### src/pin_mux_regs.vh
// Register offsets, field positions and reset values of the pin multiplexer
`ifndef PIN_MUX_REGS_VH
`define PIN_MUX_REGS_VH

`define ADDR_W            4
`define DATA_W            8
`define NUM_PINS          12

`define OFS_PORTA_DATA    4'h0
`define OFS_PORTA_DIR     4'h1
`define OFS_PORTB_DATA    4'h2
`define OFS_PORTB_DIR     4'h3
`define OFS_DIDR          4'h4
`define OFS_FUNC_CTRL     4'h5
`define OFS_PIN_CHANGE_IRQ_LINES_A       4'h6
`define OFS_PIN_CHANGE_IRQ_LINES_B       4'h7
`define OFS_ANALOG_CTRL   4'h8
`define OFS_PINS_A        4'h9
`define OFS_PINS_B        4'hA
`define OFS_STATUS        4'hB

// Function control fields
`define FC_EXTERNAL_CLOCK_SELECT        0
`define FC_CLK_OUT        1
`define FC_REMAP          2
`define FC_SERIAL_EN      3
`define FC_XCK_OUT        4
`define FC_ACO_OUT        5
`define FC_RST_GPIO       6

// Analog control fields
`define AC_CH_LSB         0
`define AC_CH_MSB         2
`define AC_CMP_EN         6
`define AC_ADC_EN         7

// Status fields
`define ST_PROG           0
`define ST_EXTERNAL_CLOCK_SELECT        1
`define ST_REMAP          2

// Pin indices: port A bits 0..7, port B bits 0..3 at 8..11
`define PIN_PA0           0
`define PIN_PA1           1
`define PIN_PA2           2
`define PIN_PA3           3
`define PIN_PA4           4
`define PIN_PA5           5
`define PIN_PB1           9
`define PIN_PB2           10
`define PIN_PB3           11

`define RST_BYTE          8'h00
`define RST_PINS          12'h000

`endif

### src/port_pin_function_mux.v
// Pin function multiplexer for two general-purpose ports
// Functional notes
// - Pins are port I/O until function selected
// - External clock outranks analog channel zero
// - Pin-change plus analog keeps input buffer
// - Comparator output keeps shared inputs connected
// - Compare B output still feeds analog
// - Clock output beats compare A on pin
// - Reset or programming forces all inputs
// - Remap moves timer pins to alternates
// - Drivers released immediately on reset condition
// - Reset pin usable as weak I/O
`timescale 1ns/1ps
`default_nettype none
`include "pin_mux_regs.vh"
module port_pin_function_mux (
  // Clock and reset
  input  wire                    ref_clk,
  input  wire                    srst,
  input  wire                    reset_cond,
  // Register port
  input  wire [`ADDR_W-1:0]      reg_addr,
  input  wire [`DATA_W-1:0]      reg_wdata,
  input  wire                    reg_wr,
  input  wire                    reg_rd,
  output reg  [`DATA_W-1:0]      reg_rdata,
  // Programming mode
  input  wire                    prog_active,
  // Peripheral outputs toward pins
  input  wire                    clock_output_pin_fn,
  input  wire                    timer_compare_output_a,
  input  wire                    timer_oca_en,
  input  wire                    timer_compare_output_b,
  input  wire                    timer_ocb_en,
  input  wire                    serial_transmit_line,
  input  wire                    serial_sync_clock,
  input  wire                    comparator_result_out,
  // Pads
  input  wire [`NUM_PINS-1:0]    pad_in,
  output wire [`NUM_PINS-1:0]    pad_out,
  output wire [`NUM_PINS-1:0]    pad_oe,
  output wire [`NUM_PINS-1:0]    pad_ibuf_en,
  output reg                     reset_pin_weak,
  // Peripheral inputs from pins
  output reg                     clock_input_pin_fn,
  output reg                     prog_if_clock,
  output reg                     prog_if_data,
  output reg                     timer_count_input,
  output reg                     timer_capture_input,
  output reg                     serial_receive_line,
  output reg                     external_irq_zero,
  output reg  [`NUM_PINS-1:0]    pin_change_irq_lines,
  output reg  [7:0]              analog_channel_switch,
  output reg                     comparator_pos_input,
  output reg                     comparator_neg_input
);
  reg  [7:0]           porta_data_q;
  reg  [7:0]           porta_dir_q;
  reg  [3:0]           portb_data_q;
  reg  [3:0]           portb_dir_q;
  reg  [7:0]           digital_input_disable_reg;
  reg  [7:0]           func_ctrl_q;
  reg  [7:0]           pin_change_irq_lines_a_q;
  reg  [3:0]           pin_change_irq_lines_b_q;
  reg  [7:0]           analog_ctrl_q;
  reg  [`NUM_PINS-1:0] alt_sel;
  reg  [`NUM_PINS-1:0] alt_val;
  reg  [`NUM_PINS-1:0] keep_buf;
  reg  [`NUM_PINS-1:0] didr_map;
  reg  [7:0]           rdata_d;
  wire [`NUM_PINS-1:0] pin_in;
  wire [`NUM_PINS-1:0] port_val;
  wire [`NUM_PINS-1:0] port_dir;
  wire [`NUM_PINS-1:0] pin_change_irq_lines_en;
  wire [`NUM_PINS-1:0] force_in;
  wire                 external_clock_select;
  wire                 clk_out_en;
  wire                 remap;
  wire                 serial_en;
  wire                 xck_out;
  wire                 aco_out;
  wire                 rst_gpio;
  wire [2:0]           adc_ch;
  wire                 adc_en;
  wire                 cmp_en;
  wire                 hold_inputs;

  assign external_clock_select = func_ctrl_q[`FC_EXTERNAL_CLOCK_SELECT];
  assign clk_out_en = func_ctrl_q[`FC_CLK_OUT];
  assign remap      = func_ctrl_q[`FC_REMAP];
  assign serial_en  = func_ctrl_q[`FC_SERIAL_EN];
  assign xck_out    = func_ctrl_q[`FC_XCK_OUT];
  assign aco_out    = func_ctrl_q[`FC_ACO_OUT];
  assign rst_gpio   = func_ctrl_q[`FC_RST_GPIO];
  assign adc_ch     = analog_ctrl_q[`AC_CH_MSB:`AC_CH_LSB];
  assign adc_en     = analog_ctrl_q[`AC_ADC_EN];
  assign cmp_en     = analog_ctrl_q[`AC_CMP_EN];
  assign port_val   = {portb_data_q, porta_data_q};
  assign port_dir   = {portb_dir_q, porta_dir_q};
  assign pin_change_irq_lines_en   = {pin_change_irq_lines_b_q, pin_change_irq_lines_a_q};

  assign hold_inputs = srst | prog_active;
  // reset pin driven only in its I/O role
  assign force_in = {`NUM_PINS{hold_inputs}} |
                    ({{(`NUM_PINS-1){1'b0}}, ~rst_gpio} << `PIN_PA2);

  // Register writes; nothing but a write or srst changes a setting
  always @(posedge ref_clk) begin
    if (srst) begin
      // reset leaves every pin but PA2, the reset pin, to the port
      porta_data_q              <= `RST_BYTE;
      porta_dir_q               <= `RST_BYTE;
      portb_data_q              <= 4'h0;
      portb_dir_q               <= 4'h0;
      digital_input_disable_reg <= `RST_BYTE;
      func_ctrl_q               <= `RST_BYTE;
      pin_change_irq_lines_a_q                 <= `RST_BYTE;
      pin_change_irq_lines_b_q                 <= 4'h0;
      analog_ctrl_q             <= `RST_BYTE;
    end else if (reg_wr) begin
      case (reg_addr)
        `OFS_PORTA_DATA:  porta_data_q <= reg_wdata;
        `OFS_PORTA_DIR:   porta_dir_q <= reg_wdata;
        `OFS_PORTB_DATA:  portb_data_q <= reg_wdata[3:0];
        `OFS_PORTB_DIR:   portb_dir_q <= reg_wdata[3:0];
        `OFS_DIDR:        digital_input_disable_reg <= reg_wdata;
        `OFS_FUNC_CTRL:   func_ctrl_q <= {1'b0, reg_wdata[6:0]};
        `OFS_PIN_CHANGE_IRQ_LINES_A:     pin_change_irq_lines_a_q <= reg_wdata;
        `OFS_PIN_CHANGE_IRQ_LINES_B:     pin_change_irq_lines_b_q <= reg_wdata[3:0];
        `OFS_ANALOG_CTRL: analog_ctrl_q <= reg_wdata;
        default: begin
        end
      endcase
    end
  end

  always @* begin
    case (reg_addr)
      `OFS_PORTA_DATA:  rdata_d = porta_data_q;
      `OFS_PORTA_DIR:   rdata_d = porta_dir_q;
      `OFS_PORTB_DATA:  rdata_d = {4'h0, portb_data_q};
      `OFS_PORTB_DIR:   rdata_d = {4'h0, portb_dir_q};
      `OFS_DIDR:        rdata_d = digital_input_disable_reg;
      `OFS_FUNC_CTRL:   rdata_d = func_ctrl_q;
      `OFS_PIN_CHANGE_IRQ_LINES_A:     rdata_d = pin_change_irq_lines_a_q;
      `OFS_PIN_CHANGE_IRQ_LINES_B:     rdata_d = {4'h0, pin_change_irq_lines_b_q};
      `OFS_ANALOG_CTRL: rdata_d = analog_ctrl_q;
      `OFS_PINS_A:      rdata_d = pin_in[7:0];
      `OFS_PINS_B:      rdata_d = {4'h0, pin_in[11:8]};
      `OFS_STATUS:      rdata_d = {5'h00, remap, external_clock_select,
                                   prog_active};
      default:          rdata_d = 8'h00;
    endcase
  end

  // Read data stands only in the cycle after the strobe
  always @(posedge ref_clk) begin
    if (srst) begin
      reg_rdata <= 8'h00;
    end else begin
      reg_rdata <= reg_rd ? rdata_d : 8'h00;
    end
  end

  // Output function selection per pin
  always @* begin
    alt_sel = {`NUM_PINS{1'b0}};
    alt_val = {`NUM_PINS{1'b0}};
    // compare outputs follow the remap option
    if (timer_ocb_en) begin
      alt_sel[remap ? `PIN_PA5 : `PIN_PA1] = 1'b1;
      alt_val[remap ? `PIN_PA5 : `PIN_PA1] = timer_compare_output_b;
    end
    if (timer_oca_en && remap) begin
      alt_sel[`PIN_PA3] = 1'b1;
      alt_val[`PIN_PA3] = timer_compare_output_a;
    end
    if (clk_out_en) begin
      alt_sel[`PIN_PB1] = 1'b1;
      alt_val[`PIN_PB1] = clock_output_pin_fn;
    end else if (serial_en && xck_out) begin
      alt_sel[`PIN_PB1] = 1'b1;
      alt_val[`PIN_PB1] = serial_sync_clock;
    end else if (timer_oca_en && !remap) begin
      alt_sel[`PIN_PB1] = 1'b1;
      alt_val[`PIN_PB1] = timer_compare_output_a;
    end
    // transmit driver ignores the input disable
    if (serial_en) begin
      alt_sel[`PIN_PB2] = 1'b1;
      alt_val[`PIN_PB2] = serial_transmit_line;
    end
    if (aco_out) begin
      alt_sel[`PIN_PB3] = 1'b1;
      alt_val[`PIN_PB3] = comparator_result_out;
    end
  end

  // Input buffer disable per pin and the conditions that overrule it
  always @* begin
    didr_map = {digital_input_disable_reg[7:4], 1'b0,
                digital_input_disable_reg[3:2], 3'b000,
                digital_input_disable_reg[1:0]};
    keep_buf = pin_change_irq_lines_en;
    keep_buf[`PIN_PA0] = pin_change_irq_lines_en[`PIN_PA0] | external_clock_select;
    keep_buf[`PIN_PB3] = pin_change_irq_lines_en[`PIN_PB3] | aco_out;
  end

  genvar gi;
  generate
    for (gi = 0; gi < `NUM_PINS; gi = gi + 1) begin : g_pin
      pin_cell u_cell (
        .ref_clk     (ref_clk),
        .srst        (srst),
        .reset_cond  (reset_cond),
        .force_input (force_in[gi]),
        .port_val    (port_val[gi]),
        .port_dir    (port_dir[gi]),
        .alt_sel     (alt_sel[gi]),
        .alt_val     (alt_val[gi]),
        .keep_buffer (keep_buf[gi]),
        .didr_bit    (didr_map[gi]),
        .pad_in      (pad_in[gi]),
        .pad_out     (pad_out[gi]),
        .pad_oe      (pad_oe[gi]),
        .ibuf_en     (pad_ibuf_en[gi]),
        .in_q        (pin_in[gi])
      );
    end
  endgenerate

  // Routing pin levels to peripherals, registered
  always @(posedge ref_clk) begin
    if (srst) begin
      clock_input_pin_fn    <= 1'b0;
      prog_if_clock         <= 1'b0;
      prog_if_data          <= 1'b0;
      timer_count_input     <= 1'b0;
      timer_capture_input   <= 1'b0;
      serial_receive_line   <= 1'b0;
      external_irq_zero     <= 1'b0;
      pin_change_irq_lines  <= `RST_PINS;
      analog_channel_switch <= 8'h00;
      comparator_pos_input  <= 1'b0;
      comparator_neg_input  <= 1'b0;
      reset_pin_weak        <= 1'b0;
    end else begin
      clock_input_pin_fn    <= external_clock_select & pin_in[`PIN_PA0];
      prog_if_clock         <= prog_active & pin_in[`PIN_PA0];
      prog_if_data          <= prog_active & pin_in[`PIN_PA1];
      // count and capture inputs follow remap
      timer_count_input     <= remap ? pin_in[`PIN_PB3] : pin_in[`PIN_PA0];
      timer_capture_input   <= remap ? pin_in[`PIN_PA4] : pin_in[`PIN_PB2];
      // receive input stays on while comparator drives
      serial_receive_line   <= serial_en & pin_in[`PIN_PB3];
      external_irq_zero     <= pin_in[`PIN_PB1];
      pin_change_irq_lines  <= pin_in & pin_change_irq_lines_en;
      // analog switch independent of driver use
      // channel zero disconnected under external clock
      analog_channel_switch <= (adc_en &&
                                !(adc_ch == 3'h0 && external_clock_select))
                               ? (8'h01 << adc_ch) : 8'h00;
      comparator_pos_input  <= cmp_en & ~external_clock_select &
                               pad_in[`PIN_PA0];
      comparator_neg_input  <= cmp_en & pad_in[`PIN_PA1];
      // reset pin acts as a weak I/O
      reset_pin_weak        <= rst_gpio;
    end
  end
endmodule
`default_nettype wire

### src/pin_cell.v
// One pad's output selection, input buffer gating and output flops
`timescale 1ns/1ps
`default_nettype none
module pin_cell (
  // Clock and resets
  input  wire ref_clk,
  input  wire srst,
  input  wire reset_cond,
  // Selection
  input  wire force_input,
  input  wire port_val,
  input  wire port_dir,
  input  wire alt_sel,
  input  wire alt_val,
  input  wire keep_buffer,
  input  wire didr_bit,
  // Pad
  input  wire pad_in,
  output reg  pad_out,
  output reg  pad_oe,
  output reg  ibuf_en,
  output reg  in_q
);
  wire buf_on;
  assign buf_on = ~didr_bit | keep_buffer;

  // driver released at once on reset_cond, no clock needed; srst and force_input wait for a clock edge
  always @(posedge ref_clk or posedge reset_cond) begin
    if (reset_cond) begin
      pad_oe <= 1'b0;
    end else if (srst || force_input) begin
      pad_oe <= 1'b0;
    end else begin
      pad_oe <= alt_sel ? 1'b1 : port_dir;
    end
  end

  always @(posedge ref_clk) begin
    if (srst) begin
      pad_out <= 1'b0;
      ibuf_en <= 1'b1;
      in_q    <= 1'b0;
    end else begin
      pad_out <= alt_sel ? alt_val : port_val;
      ibuf_en <= buf_on;
      in_q    <= pad_in & buf_on;
    end
  end
endmodule
`default_nettype wire

### config.mk
export PLATFORM = sky130hd
export DESIGN_NAME = port_pin_function_mux
export DESIGN_NICKNAME = d
export VERILOG_FILES = /design/src/port_pin_function_mux.v /design/src/pin_cell.v
export VERILOG_INCLUDE_DIRS = /design/src
export SDC_FILE = /design/constraint.sdc
export NUM_CORES = 1
export LEC_CHECK = 0
export ABC_CLOCK_PERIOD_IN_PS = 1600
export BUFFER_PORTS_ARGS = -buffer_cell sky130_fd_sc_hd__buf_2
export CORE_ASPECT_RATIO = 0.75
export CORE_MARGIN = 2
export CORE_UTILIZATION = 30
export DETAILED_ROUTE_END_ITERATION = 8
export GPL_TIMING_DRIVEN = 0
export PLACE_DENSITY = 0.58
export SLEW_MARGIN = 20
export SYNTH_ARGS = -nofsm -noshare
export SYNTH_HDL_FRONTEND = slang
export SYNTH_HIERARCHICAL = 1
export SYNTH_SLANG_ARGS = --single-unit
### constraint.sdc
create_clock -name ref_clk -period 1.6 [get_ports ref_clk]
set_clock_uncertainty 0.2 [all_clocks]
set_input_delay 0.16 -clock ref_clk [delete_from_list [all_inputs] [get_ports ref_clk]]
set_output_delay 0.16 -clock ref_clk [all_outputs]
set_load 0.01 [all_outputs]
* Word-level counts from Yosys, hierarchy flattened
Cells that the tools add are included. W data, S select, Z words.
Word-level totals: bits of input ports 38, register bits 141, output and inout port bits 74
Operators by class: order comparisons 2, reductions and logical operators 33, eq/ne operators 11, bitwise logic cells 41, shift-type cells 1, muxes and demuxes 56
Operators by type and width (number):
- $pmux W8 S12 | 1
- $mux W1 | 51
- $and A12 B12 Y12 | 2
- $mux W12 | 2
- $reduce_and A2 Y1 | 9
- $eq A4 B3 Y1 const B | 4
- $eq A4 B4 Y1 const B | 4
- $and A1 B1 Y1 | 15
- $logic_or A1 B1 Y1 | 12
- $not A1 Y1 | 12
- $or A12 B3 Y12 | 1
- $or A1 B1 Y1 | 11
- $eq A4 B2 Y1 const B | 2
- $shl A1 B3 Y8 const A | 1
- $logic_and A1 B1 Y1 | 6
- $lt A3 B5 Y1 const B | 1
- $demux W1 S4 | 1
- $eq A4 B1 Y1 const B | 1
- $logic_not A4 Y1 | 1
- $reduce_or A2 Y1 | 2
- $ge A3 B1 Y1 const B | 1
- $logic_not A3 Y1 | 1
- $mux W3 | 1
- $logic_not A1 Y1 | 2

* Logic depth before layout (Yosys ltp)
depth in word-level cells 11, depth in mapped cells 7

* By module
Netlist, hierarchy kept.
By module, submodules not included:
- port_pin_function_mux | cells each 449, seq. area each 1941.9 um2, times used 1, area an instance 4170.2 um2
- pin_cell | cells each 12, seq. area each 85.1 um2, times used 12, area an instance 143.9 um2

* Least setup slack after synthesis
Ideal clock, no wire load.
path kind in2reg, start point input reg_addr[2], end point register reg_rdata[1], required time 1.265 ns, setup time 0.135 ns, cell stages on the path 6, arrival 1.161 ns, slack 0.105 ns, path buffers 2, cell sequence buf_6 > nor2b_4 > buf_6 > a22o_1 > a2111oi_2 > a21oi_1
Between the ends: word-level cells in the longest chain between the ends 2, elaborated cells on any way between the ends 13, classes of those cells eq/ne: 11; mux: 1; reduce/logical: 1
Ends and longest elaborated chain:
- from (decl) | RTL line port_pin_function_mux.v:22 | input wire [`ADDR_W-1:0] reg_addr,
- $eq A4 B4 Y1, or another cell as far along | RTL line port_pin_function_mux.v:138 | case (reg_addr)
- $pmux W8 S12 * | RTL line port_pin_function_mux.v:138
- to (signal assigned) | RTL line port_pin_function_mux.v:161 | reg_rdata <= reg_rd ? rdata_d : 8'h00;
- to (decl) | RTL line port_pin_function_mux.v:26 | output reg [`DATA_W-1:0] reg_rdata,
Mark *: on every way between the ends. The rest lies on a longest branch, timed or not. A chain may end at the register's enable or synchronous reset.

* Final worst setup path
start point register pin_change_irq_lines_b_q[0], end point register reg_rdata[0]
Between the ends: word-level cells in the longest chain between the ends 1
Ends and longest elaborated chain:
- from (decl) | RTL line port_pin_function_mux.v:64 | reg [3:0] pin_change_irq_lines_b_q;
- from (signal assigned) | RTL line port_pin_function_mux.v:129 | `OFS_PIN_CHANGE_IRQ_LINES_B: pin_change_irq_lines_b_q <= reg_wdata[3:0];
- $pmux W8 S12 | RTL line port_pin_function_mux.v:138
No other way between the ends.

==> summary.md <==
| Metric | Value |
|---|---|
| Final nets | `808` |
| Crit path arrival time | `between 1.5 and 2 ns` |
| Multi-input logic area | `0.00278 sq mm` |
| Synth Cell Area | `between 0.005 and 0.006 sq mm` |
| Setup crit start | `pin_change_irq_lines_b_q[0]` |
| Vias in the first global route | `4689` |
| Met1 Usage GRT | `27.8%` |
| H-tree Lvls | `4` |
| CTS buffer count | `17` |
| Setup bufs post-CTS | `0` |
| Share of layout cells above drive strength 1 | `28.4%` |
| Fmax | `618 MHz` |
| Via count | `between 4000 and 5000` |
| First-pass DRT Iterations | `4` |
| DR WL/cell | `around 19 um` |
| Grt met3 use | `5.48%` |
| CP endpoint kind | `register` |
| Hold WS | `0.0197 ns` |
| Setup_tns | `-0.0193 ns` |
| FF-to-FF setup slack | `-0.02 ns` |
| DR vias/cell | `approximately 4.8` |
| Tcrit/Tclk final | `101%` |
| Reg2Reg Depth | `3` |
| Largest net degree at the start of global routing | `24` |
| Pre-CTS setup slack | `-0.989 ns` |
| Fin crit period | `1.62 ns` |
| Final WL | `19300 um` |
| Final Worst Setup Slack | `-0.0193 ns` |
| Post-synth top area cell | `dfxtp_1` |
| Initial antenna violation count | `0` |
| Syn Inst Count | `593` |
| Peak supply drop | `0.621 mV` |
| Synthesized area per cell | `9.94 sq um` |
| CP Class | `reg2reg` |
| Setup crit start kind | `register` |
| Critical-path maximum fanout | `4` |
| Min-delay worst type | `in2async` |
| Gr busiest metal | `met1` |
| Worst-skew pair later-pin latency | `0.43 ns` |
| Num rows | `44` |
| Critical path endpoint | `reg_rdata[0]` |
| Synthesis Warnings | `6` |
| Gpl congestion | `roughly 0.94` |
| Sequential element share of the synthesized area | `50.2%` |
| CTS tree | `built` |
| Worst R2R Start | `pin_change_irq_lines_b_q[0]` |
| Detail Route Antenna Nets | `0` |
| Core area | `0.0193 sq mm` |
| CTS Sinks | `145` |
| Pwr dens | `about 1100 mW/mm^2` |
| Initial Util | `30.5%` |
| Yosys reg bits | `145` |
| IO Pins | `112` |
| DRC | `0` |
| Clock root cell | `clkbuf_16` |
| Reg2reg end | `reg_rdata[0]` |
| Synthesis-to-layout area growth | `32.4%` |
| Post-synth ARST share | `8.28%` |
| Fill count | `1919` |
| Clk slew on worst S/H paths | `0.06 ns` |
| Post-synth EDFFs | `0` |
| First-pass GRT wire length | `between 20000 and 30000 um` |
| Worst Path Required | `1.68 ns` |
| Full die area | `0.0208 sq mm` |
| Final Hold Viols | `0` |
| Actual slew at the worst max-slew pin | `between 0.7 and 0.8 ns` |
| Leak Pwr | `3.46 nW` |
| Final setup viols | `1` |
| Routing usage on met2 | `approximately a quarter` |
| Initial drt markers | `471` |
| Post-DP HPWL | `13200 um` |
| Gr ovfl total | `0` |
| Yosys top cell area share | `45.2%` |
| Pins Over Slew Limit | `0` |
| Relative slew slack | `53.2%` |
| Predominant post-synthesis flop cell | `dfxtp_1` |
| GRT Total Usage | `18.9%` |
| Status | `finished with violations` |
| Die width | `~170 um` |
| Die Y | `approximately 130 um` |
| Most area-consuming cells after synthesis | `dfxtp_1 (45%), mux2i_1 (8.7%), dfrtp_1 (5.1%)` |
| FF/Latch Area | `0.00297 sq mm` |
| Violated checks | `setup timing` |
| Max cap viols | `0` |
| Final core occ | `roughly two fifths` |
| Number of buffers added on ports | `106` |
| Antenna cells | `0` |
| Clk buf depth | `2` |
| Yosys cell types | `56` |
-- metal layers --
metal	up-vias	share of wire (%)
li1	2366	-
met1	2377	49
met4	0	1.2
met5	-	0
met2	186	42
met3	17	7.6
-- per-stage QoR --
| stage | total power, mW | cells | cell area, sq um |
|---|---|---|---|
| global placement | 4.35 | 973 | 6820 |
| CTS | 8.47 | 1036 | 7770 |
| detailed placement | 4.36 | 973 | 6820 |
| floorplan | 4.11 | 614 | 5980 |
| finish | 8.42 | 1036 | 7810 |
| global route | 8.72 | 1036 | 7810 |
-- cells in the final DEF, fill, tap and decap left out, types with 6 or more instances in the layout --
cell,n
nor2_1,73
nand3_1,22
mux2i_1,51
dfxtp_1,125
a21oi_1,32
nand3b_1,9
conb_1,22
nor3b_2,13
nor2b_4,13
buf_6,8
inv_1,15
mux2_2,6
dfrtp_1,12
buf_2,112
dlygate4sd3_1,31
and2_1,8
and3_1,19
nor3_1,14
clkbuf_16,17
nor2b_1,8
nand2b_1,16
clkbuf_1,12
nand2_1,40
o21ai_0,18
dfxtp_2,8
-- how the worst min path moves through the flow --
stage	from	to	slack, ns
after global routing	reg_rd	reg_rdata[1]	0.02
after floorplan	reset_cond	g_pin[0].u_cell/pad_oe	-0.31
final	reset_cond	g_pin[3].u_cell/pad_oe	0.02
after detailed placement	reset_cond	g_pin[8].u_cell/pad_oe	-0.07
after global placement	reset_cond	g_pin[8].u_cell/pad_oe	-0.07
after CTS	reg_wdata[1]	pin_change_irq_lines_a_q[1]	0.002
-- worst max-delay path: stages, from the launching register on --
cell and delay (ns):
dfxtp_1 0.38, mux4_2 0.54, a32oi_2 0.19, a31oi_2 0.15
-- final cells by class --
cell class	instances	area share, %
Buffer	34	2.68
Clock buffer	20	5.98
Clock inverter	12	1.70
Inverter	16	0.817
Multi-Input combinational cell	418	35.6
Sequential cell	145	38.1
Tap cell	253	4.05
Timing Repair Buffer	138	11.1
-- where the power goes --
part | internal (mW) | leakage, nW | switching, mW
sequential | 3.68 | 1.25 | 0.0496
clock | 2.42 | 0.288 | 1.62
combinational | 0.267 | 1.92 | 0.379
total | 6.37 | 3.46 | 2.05
-- cells in the mapped netlist, drive strengths merged (2+ instances only) --
library cell	instances
a21boi	2
a21oi	33
a221oi	3
a22o	2
a22oi	4
a31oi	3
and2	8
and3	19
and3b	4
buf	18
clkbuf	17
dfrtp	12
dfxtp	133
inv	16
mux2	8
mux2i	51
mux4	3
nand2	40
nand2b	16
nand3	24
nand3b	9
nor2	74
nor2b	22
nor3	14
nor3b	15
o21a	2
o21ai	18
o221ai	2
or2	3
or3b	2
-- cells by family (layout without fill, tap and decap cells) --
family	count (synthesis)	in the layout	synth area share, %
buffers and inverters	51	220	4.56
muxes	62	62	11.4
other	1	22	0.0636
AOI/OAI and AO/OA	79	79	8.36
DFF	145	145	50.2
and+or+nand+nor	255	255	25.4
-- repair_timing --
item,CTS,global route
pin swaps,0,1
hold buffers,32,2
gates cloned,0,0
resized for setup,11,11
endpoints found under the hold margin,71,10
setup endpoints to repair,101,10
(Power assumes the default switching activity.)
